`config.mk`:
```
export PLATFORM = sky130hd
export DESIGN_NAME = priority_crossbar_pin_assigner
export DESIGN_NICKNAME = d
export VERILOG_FILES = /design/src/verilog/priority_crossbar_pin_assigner.v /design/src/verilog/crossbar_alloc.v
export VERILOG_INCLUDE_DIRS = /design/src /design/src/common
export SDC_FILE = /design/constraint.sdc
export NUM_CORES = 1
export LEC_CHECK = 0
export ABC_CLOCK_PERIOD_IN_PS = 6600
export BUFFER_PORTS_ARGS = -buffer_cell sky130_fd_sc_hd__buf_2
export CORE_UTILIZATION = 35
export DETAILED_ROUTE_END_ITERATION = 8
export GPL_TIMING_DRIVEN = 0
export PLACE_DENSITY = 0.62
export SYNTH_ARGS = -nofsm -noshare
export SYNTH_HDL_FRONTEND = slang
export SYNTH_SLANG_ARGS = --single-unit
```
`constraint.sdc`:
```
create_clock -name clk_in -period 6.6 [get_ports clk_in]
set_input_delay 0.66 -clock clk_in [delete_from_list [all_inputs] [get_ports clk_in]]
set_output_delay 0.66 -clock clk_in [all_outputs]
set_load 0.02 [all_outputs]
```
`src/common/crossbar_consts.vh`:
```
// constants for the priority crossbar pin assigner
`ifndef CROSSBAR_CONSTS_VH
`define CROSSBAR_CONSTS_VH

// register addresses on the special-function-register bus
`define ADDR_SELECT_0       8'hE1
`define ADDR_SELECT_1       8'hE2
`define ADDR_SELECT_2       8'hE3
`define ADDR_PORT0_SKIP     8'hD4
`define ADDR_PORT1_SKIP     8'hD5
`define ADDR_CLAIMED_P0     8'hD6
`define ADDR_CLAIMED_P1     8'hD7

// reset values
`define RESET_BYTE          8'h00

// crossbar_select_0 fields
`define BIT_CMP1_ASYNC      7
`define BIT_CMP1_OUT        6
`define BIT_CMP0_ASYNC      5
`define BIT_CMP0_OUT        4
`define BIT_SYS_CLOCK       3
`define BIT_TWO_WIRE        2
`define BIT_FIRST_SPI       1
`define BIT_SERIAL_PORT     0
// crossbar_select_1 and crossbar_select_2 fields
`define BIT_SECOND_SPI      6
`define BIT_CROSSBAR_ON     6
`define BIT_WEAK_PULL_OFF   7

// pin and function counts
`define NUM_PINS            15
`define NUM_FUNCS           18
`define FUNC_W              5

// function codes, ascending code is descending priority
`define FN_NONE             5'h00
`define FN_SER_TX           5'h01
`define FN_SER_RX           5'h02
`define FN_SECOND_SPI_PORT_SCK         5'h03
`define FN_SECOND_SPI_PORT_NSS         5'h06
`define FN_FIRST_SPI_PORT_SCK         5'h07
`define FN_FIRST_SPI_PORT_MISO        5'h08
`define FN_FIRST_SPI_PORT_MOSI        5'h09
`define FN_FIRST_SPI_PORT_NSS         5'h0A
`define FN_TW_SDA           5'h0B
`define FN_TW_SCL           5'h0C
`define FN_CMP0_OUT         5'h0D
`define FN_CMP0_ASYNC       5'h0E
`define FN_CMP1_OUT         5'h0F
`define FN_CMP1_ASYNC       5'h10
`define FN_SYS_CLOCK        5'h11
`define FN_LAST_FIXED       5'h06

// fixed pin bases: serial port on pin 4, second spi on pin 8 (P1.0)
`define SER_PIN_BASE        4
`define SECOND_SPI_PORT_PIN_BASE       8

`endif

```
`src/verilog/priority_crossbar_pin_assigner.v`:
```
// priority crossbar: registers, pin allocation, pad drive and input routing
`timescale 1ns/1ns
`include "crossbar_consts.vh"

module priority_crossbar_pin_assigner (
    input  wire                    clk_in,            // 50 MHz system clock
    input  wire                    srst_in,           // synchronous reset, active high
    input  wire [7:0]              sfr_addr_in,       // register address
    input  wire [7:0]              sfr_wdata_in,      // write data
    input  wire                    sfr_wr_in,         // write strobe, one cycle
    input  wire                    sfr_rd_in,         // read strobe, one cycle
    output reg  [7:0]              sfr_rdata_out,     // read data, next cycle
    input  wire [1:0]              spi_select_mode_field_in, // first spi select mode
    input  wire [1:0]              second_spi_mode_in,       // second spi select mode
    input  wire [`NUM_PINS-1:0]    pin_output_drive_type_in, // 1 push-pull, 0 open-drain
    input  wire [`NUM_PINS-1:0]    port_latch_in,     // gpio output latch values
    input  wire [`NUM_FUNCS-1:0]   periph_out_in,     // peripheral output values by code
    input  wire [`NUM_FUNCS-1:0]   periph_drive_in,   // peripheral wants to drive
    input  wire [`NUM_PINS-1:0]    pad_in,            // pad levels, asynchronous
    output reg  [`NUM_PINS-1:0]    pad_out,           // pad output values
    output reg  [`NUM_PINS-1:0]    pad_oe_out,        // pad driver enables
    output reg  [`NUM_PINS-1:0]    pin_level_out,     // synced levels for event capture
    output reg  [`NUM_FUNCS-1:0]   periph_in_out      // pin levels routed to peripherals
);

    // software registers
    reg  [7:0]                     crossbar_select_0;  // function selects
    reg                            second_spi_route;   // select_1 bit 6
    reg                            crossbar_on;        // select_2 bit 6
    reg                            weak_pull_off;      // select_2 bit 7, stored only
    reg  [7:0]                     port0_skip_bits;    // skip bits P0.0-P0.7
    reg  [6:0]                     port1_skip_bits;    // skip bits P1.0-P1.6

    // pad synchroniser stages
    reg  [`NUM_PINS-1:0]           pad_meta;           // first stage, read by second only
    reg  [`NUM_PINS-1:0]           pad_sync;           // second stage

    // allocation results
    wire [`NUM_PINS*`FUNC_W-1:0]   pin_func;           // code per pin
    reg  [`NUM_FUNCS-1:0]          req;                // requested functions
    reg  [`NUM_PINS-1:0]           claimed;            // pins carrying a function
    reg  [`NUM_PINS-1:0]           next_pad;           // next pad values
    reg  [`NUM_PINS-1:0]           next_oe;            // next pad enables
    reg  [`NUM_FUNCS-1:0]          next_periph_in;     // next peripheral inputs
    reg  [7:0]                     next_rdata;         // next read data
    reg  [`FUNC_W-1:0]             code;               // code of current pin
    reg                            val;                // value wanted on current pin
    reg                            drv;                // pin wants to drive
    reg                            push;               // push-pull in effect
    integer                        i;                  // pin loop index

    // select mode 00 is 3-wire, anything else uses the select pin
    function is_four_wire;
        input [1:0] mode;
        begin
            is_four_wire = (mode != 2'b00);
        end
    endfunction

    // register writes; unmapped and read-only addresses ignore writes
    always @(posedge clk_in)
    begin
        if (srst_in)
        begin
            crossbar_select_0 <= `RESET_BYTE;
            second_spi_route  <= 1'b0;
            crossbar_on       <= 1'b0;
            weak_pull_off     <= 1'b0;
            port0_skip_bits   <= `RESET_BYTE;
            port1_skip_bits   <= 7'h00;
        end
        else if (sfr_wr_in)
        begin
            if (sfr_addr_in == `ADDR_SELECT_0)
                crossbar_select_0 <= sfr_wdata_in;
            else if (sfr_addr_in == `ADDR_SELECT_1)
                second_spi_route <= sfr_wdata_in[`BIT_SECOND_SPI];
            else if (sfr_addr_in == `ADDR_SELECT_2)
            begin
                crossbar_on   <= sfr_wdata_in[`BIT_CROSSBAR_ON];
                weak_pull_off <= sfr_wdata_in[`BIT_WEAK_PULL_OFF];
            end
            else if (sfr_addr_in == `ADDR_PORT0_SKIP)
                port0_skip_bits <= sfr_wdata_in;
            else if (sfr_addr_in == `ADDR_PORT1_SKIP)
                port1_skip_bits <= sfr_wdata_in[6:0];
        end
    end

    // read mux; unused bits and unmapped addresses read zero
    always @*
    begin
        next_rdata = 8'h00;
        if (sfr_addr_in == `ADDR_SELECT_0)
            next_rdata = crossbar_select_0;
        else if (sfr_addr_in == `ADDR_SELECT_1)
            next_rdata[`BIT_SECOND_SPI] = second_spi_route;
        else if (sfr_addr_in == `ADDR_SELECT_2)
        begin
            next_rdata[`BIT_CROSSBAR_ON]   = crossbar_on;
            next_rdata[`BIT_WEAK_PULL_OFF] = weak_pull_off;
        end
        else if (sfr_addr_in == `ADDR_PORT0_SKIP)
            next_rdata = port0_skip_bits;
        else if (sfr_addr_in == `ADDR_PORT1_SKIP)
            next_rdata = {1'b0, port1_skip_bits};
        else if (sfr_addr_in == `ADDR_CLAIMED_P0)
            next_rdata = claimed[7:0];
        else if (sfr_addr_in == `ADDR_CLAIMED_P1)
            next_rdata = {1'b0, claimed[14:8]};
    end

    // read data register, held between reads
    always @(posedge clk_in)
    begin
        if (srst_in)
            sfr_rdata_out <= `RESET_BYTE;
        else if (sfr_rd_in)
            sfr_rdata_out <= next_rdata;
    end

    // pad synchroniser; pads are outside the clock domain
    always @(posedge clk_in)
    begin
        if (srst_in)
        begin
            pad_meta <= {`NUM_PINS{1'b0}};
            pad_sync <= {`NUM_PINS{1'b0}};
        end
        else
        begin
            pad_meta <= pad_in;
            pad_sync <= pad_meta;
        end
    end

    // request vector from the select registers
    always @*
    begin
        req = {`NUM_FUNCS{1'b0}};
        req[`FN_SER_TX] = crossbar_select_0[`BIT_SERIAL_PORT];
        req[`FN_SER_RX] = crossbar_select_0[`BIT_SERIAL_PORT];
        // second spi clock, miso, mosi and its select in 4-wire
        req[`FN_SECOND_SPI_PORT_SCK + 0] = second_spi_route;
        req[`FN_SECOND_SPI_PORT_SCK + 1] = second_spi_route;
        req[`FN_SECOND_SPI_PORT_SCK + 2] = second_spi_route;
        req[`FN_SECOND_SPI_PORT_NSS] = second_spi_route & is_four_wire(second_spi_mode_in);
        req[`FN_FIRST_SPI_PORT_SCK]  = crossbar_select_0[`BIT_FIRST_SPI];
        req[`FN_FIRST_SPI_PORT_MISO] = crossbar_select_0[`BIT_FIRST_SPI];
        req[`FN_FIRST_SPI_PORT_MOSI] = crossbar_select_0[`BIT_FIRST_SPI];
        req[`FN_FIRST_SPI_PORT_NSS] = crossbar_select_0[`BIT_FIRST_SPI]
                          & is_four_wire(spi_select_mode_field_in);
        req[`FN_TW_SDA] = crossbar_select_0[`BIT_TWO_WIRE];
        req[`FN_TW_SCL] = crossbar_select_0[`BIT_TWO_WIRE];
        req[`FN_CMP0_OUT]   = crossbar_select_0[`BIT_CMP0_OUT];
        req[`FN_CMP0_ASYNC] = crossbar_select_0[`BIT_CMP0_ASYNC];
        req[`FN_CMP1_OUT]   = crossbar_select_0[`BIT_CMP1_OUT];
        req[`FN_CMP1_ASYNC] = crossbar_select_0[`BIT_CMP1_ASYNC];
        req[`FN_SYS_CLOCK] = crossbar_select_0[`BIT_SYS_CLOCK];
    end

    crossbar_alloc u_alloc (
        .req_in       (req),
        .skip_in      ({port1_skip_bits, port0_skip_bits}),
        .pin_func_out (pin_func)
    );

    // per-pin drive and peripheral input routing
    always @*
    begin
        claimed        = {`NUM_PINS{1'b0}};
        next_pad       = {`NUM_PINS{1'b1}};
        next_oe        = {`NUM_PINS{1'b0}};
        // unrouted peripheral inputs idle high
        next_periph_in = {`NUM_FUNCS{1'b1}};
        code           = `FN_NONE;
        val            = 1'b1;
        drv            = 1'b0;
        push           = 1'b0;
        for (i = 0; i < `NUM_PINS; i = i + 1)
        begin
            code = pin_func[i*`FUNC_W +: `FUNC_W];
            if (code != `FN_NONE)
            begin
                // claimed pin follows its peripheral
                claimed[i] = 1'b1;
                val  = periph_out_in[code];
                drv  = periph_drive_in[code];
                push = pin_output_drive_type_in[i]
                     & (code != `FN_TW_SDA) & (code != `FN_TW_SCL);
                next_periph_in[code] = pad_sync[i];
            end
            else
            begin
                // gpio pin follows its latch
                val  = port_latch_in[i];
                drv  = 1'b1;
                push = pin_output_drive_type_in[i];
            end
            next_pad[i] = val;
            next_oe[i] = crossbar_on & drv & (push | ~val);
        end
    end

    // registered pad, peripheral and event outputs
    always @(posedge clk_in)
    begin
        if (srst_in)
        begin
            pad_out       <= {`NUM_PINS{1'b1}};
            pad_oe_out    <= {`NUM_PINS{1'b0}};
            pin_level_out <= {`NUM_PINS{1'b0}};
            periph_in_out <= {`NUM_FUNCS{1'b1}};
        end
        else
        begin
            pad_out       <= next_pad;
            pad_oe_out    <= next_oe;
            // levels of all pins, claimed or not
            pin_level_out <= pad_sync;
            periph_in_out <= next_periph_in;
        end
    end

endmodule // priority_crossbar_pin_assigner

```
`src/verilog/crossbar_alloc.v`:
```
// combinational priority allocator: function code per pin
`timescale 1ns/1ns
`include "crossbar_consts.vh"

module crossbar_alloc (
    input  wire [`NUM_FUNCS-1:0]           req_in,      // requested functions by code
    input  wire [`NUM_PINS-1:0]            skip_in,     // per-pin skip bits
    output reg  [`NUM_PINS*`FUNC_W-1:0]    pin_func_out // function code per pin
);

    reg [`NUM_PINS-1:0] taken;  // pins already claimed
    reg                 found;  // current function placed
    integer             f;      // function index
    integer             p;      // pin index

    // fixed pin of a fixed-location function code
    function integer fixed_pin;
        input integer code;
        begin
            if (code <= 2)
                fixed_pin = `SER_PIN_BASE + code - 1;
            else
                fixed_pin = `SECOND_SPI_PORT_PIN_BASE + code - 3;
        end
    endfunction

    // fixed functions first, then flexible ones in priority order
    always @*
    begin
        taken        = {`NUM_PINS{1'b0}};
        pin_func_out = {(`NUM_PINS*`FUNC_W){1'b0}};
        found        = 1'b0;
        for (f = 1; f <= `FN_LAST_FIXED; f = f + 1)
        begin
            if (req_in[f])
            begin
                pin_func_out[fixed_pin(f)*`FUNC_W +: `FUNC_W] = f[`FUNC_W-1:0];
                taken[fixed_pin(f)] = 1'b1;
            end
        end
        for (f = `FN_LAST_FIXED + 1; f < `NUM_FUNCS; f = f + 1)
        begin
            found = 1'b0;
            if (req_in[f])
            begin
                for (p = 0; p < `NUM_PINS; p = p + 1)
                begin
                    if (!found && !skip_in[p] && !taken[p])
                    begin
                        pin_func_out[p*`FUNC_W +: `FUNC_W] = f[`FUNC_W-1:0];
                        taken[p] = 1'b1;
                        found    = 1'b1;
                    end
                end
            end
        end
    end

endmodule // crossbar_alloc

```
==> flow_summary.yaml <==
worst_hold_path:
  hold-path-endpoint: "pad_meta[5]"
  hp-class: "in2reg"
  min_path_cells: 2
  hold_path.startpoint: "pad_in[5]"
detailed_routing:
  avgViaCountPerCell: 6.73
  wl_um: 89900
  drt_pre_antenna_iters: 9
  drc_errors: 3
  wl_per_cell_um: 29.4
  drt_iter0_markers: 2938
  vias: 20602
  ant_nets: 0
global_route:
  grt_use_met1_pct: 47.5
  grt_pass1_vias: 18605
  grt_pass1_wl_um: 126000
  grt_overflow: 0
  antenna_found_initial: 3
  grt_max_degree: 17
  grtUsageMet2_pct: 59.8
  grt.busiest_layer: "met2"
  track_usage_pct: 38.8
  grt.met3_usage_pct: 8.05
timing:
  relSlewSlack_pct: -5.00
  timing.final.crit_share_pct: 99.8
  final-setup-viol-count: 0
  clock_skew_ns: 0.0195
  fmax_mhz: 152
  drv_slew: 11
  fin_ws_ns: 0.00992
  max_slew.worst_pin.slew_ns: 1.58
  timing.setup.tns_ns: 0
  final-hold-violation-count: 0
  post-route-min-period_ns: 6.59
  rsz0062_at_grt: "yes"
run_status:
  status: "finished with violations"
  violations: "DRC, capacitance limit, slew limit"
final_layout:
  nets: 2559
  area_growth_pct: 20.5
  layout.cells.non_filler: 3059
  num_antenna_cells: 0
  drive_gt1_share_pct: 20.7
  final_core_util_pct: 42.6
  fin_area_sq_um: 18800
yosys:
  synth_fp_nets: 2332
  synth_ff_type: "dfxtp_1"
  yosysSeqAreaShare_pct: 16.3
  synthTopCellsByArea: "dfxtp_1, mux2i_1, nor2_1, a21oi_1, nand2_1"
  synth_most_common_cell: "nor2_1"
  synth_cell_types: 114
  synth_warnings: 0
  synthTopCellsByCount: "nor2_1, nand2_1, a21oi_1"
  syn_inst: 2227
  syn_area_sq_um: 15600
  synth_edf_count: 0
  synth.avg_cell_area_sq_um: 7.01
  synth_top_area_cell: "dfxtp_1"
  ys_async_sr_fraction_pct: 0
  synth_top_area_share_pct: 16.3
  ys_ff_latch: 127
critical_path:
  path_max_fanout: 10
  critPathKind: "reg2reg"
  reg2reg_from: "crossbar_select_0[1]"
  slowest_stage: "or4_4"
  cpPeakStageDelay_ns: 0.53
  critPathRequiredTime_ns: 6.99
  cp_common_cell: "buf_6"
  cp-end-kind: "flop"
  crit_family: "compound AO/OA/AOI/OAI gates"
  r2r_cells: 24
  regToRegEndpoint: "pad_oe_out[14]"
  cp_data_arrival_time_ns: 6.98
  crit_buf_inv: 6
  crit_chain: "buf_4, buf_6, buf_4, or2_2, o211a_1, o21ai_0, maj3_2, a211oi_4, a211oi_1, a311oi_2, o21ai_2, or2_1, buf_6, maj3_2, a221o_2, or4_4, buf_6, a211o_4, and2_4, buf_6, o311a_1, a31o_1, o41a_1, a221oi_2"
  rrSetupSlack_ns: 0.01
  cp-start-kind: "flop"
placed_design:
  gp_congestion: 1.02
  dpl.cell_count: 2985
  numPortBuffers: 166
  dpl.hpwl_um: 69000
  place_ws_ns: -1.04
  placed_area_sq_um: 17200
die:
  start_util_pct: 35.4
  fp.coreArea_sq_um: 44100
  die_y_um: 213
  die-width_um: 213
  rows: 77
  io_pins: 176
  die_area_sq_um: 45500
clock_network:
  root_buffer: "clkbuf_16"
  clk-insertion-delay-late_ns: 0.51
  htree_levels: 4
  cts_tree: "yes"
  clk_pin_slew_ns: 0.07
  clkSinkCount: 127
  clockBufferDepth: 2
  cts_made_buffers: 17
power_and_ir_drop:
  p_per_area_nw_per_um2: 117
  vdd_drop_max_mv: 0.158
  power_leakage_uw: 0.00755
run:
  cap_violations: 2
-- power breakdown --
part | switching, uW | internal (uW)
Combinational | 238 | 101
Clock | 452 | 607
Sequential | 11.0 | 785
Total | 700 | 1490
-- layout make-up --
cell class                 instances  area (sq um)
inverter                          40           154
fill                            4754         25300
multi-input combinational       1881         12700
timing repair buffer             211          1170
buffer                           176           836
clock buffer                      18           429
clock inverter                    14           193
tap                              592           741
sequential                       127          2540
-- layer usage --
layer  share of wire [%]  vias to the layer above  wire [um]
li1                    -                     9009          -
met1                  38                     9734      34000
met2                  43                     1471      39100
met3                  10                      386       9390
met4                 8.2                        2       7390
met5               0.016                        -         14
-- placed cells by master, fill, tap and decap left out, drive strengths merged, types with 60 or more instances in the layout --
cell type | synthesis | final
mux2i | 116 | 116
nor3 | 62 | 62
nor2b | 60 | 60
a21oi | 178 | 178
o21ai | 151 | 151
buf | 50 | 254
nand3 | 75 | 75
clkbuf | 129 | 150
dfxtp | 127 | 127
a211oi | 72 | 72
nand2 | 222 | 222
nor2 | 253 | 253
-- logic make-up after synthesis --
group | after synthesis | synth area share (%)
buffers and inverters | 219 | 6.19
xor gates and xnor gates | 6 | 0.337
other | 1 | 0.0240
AOI/OAI and AO/OA | 832 | 38.2
muxes | 163 | 11.4
and+or+nand+nor | 867 | 26.8
adders and majority gates | 12 | 0.793
DFF | 127 | 16.3
-- flip-flops by register name (all words and copies together) (netlist names) --
signal	count
port0_skip_bits	8
second_spi_route	1
pin_level_out	15
weak_pull_off	1
periph_in_out	18
pad_oe_out	15
crossbar_select_0	8
pad_meta	15
pad_sync	15
crossbar_on	1
sfr_rdata_out	8
pad_out	15
port1_skip_bits	7
-- worst max path at each step --
stage	startpoint	end	slack [ns]	cells after the start
floorplan	spi_select_mode_field_in[1]	pad_oe_out[14]	0.71	21
global placement	spi_select_mode_field_in[1]	pad_oe_out[10]	-0.97	21
detailed placement	spi_select_mode_field_in[1]	pad_oe_out[10]	-1.04	21
CTS	port0_skip_bits[0]	pad_oe_out[14]	-0.06	23
global route	crossbar_select_0[1]	pad_oe_out[14]	-0.15	24
finish	crossbar_select_0[1]	pad_oe_out[14]	0.01	24
-- through the flow --
step	hold WS, ns	total power, uW
after floorplan	0.414	967
after global placement	0.422	1130
after detailed placement	0.422	1130
after CTS	0.352	2190
after global routing	0.367	2250
final	0.371	2190
-- repair_timing --
item                                    CTS  global route
hold buffers                              0             0
gates resized for setup                  39           114
endpoints found under the setup margin   19            23
cloned                                    0             0
pin swaps                                 5            19
buffers inserted                          9            36
Power figures use the tool's default switching activity.
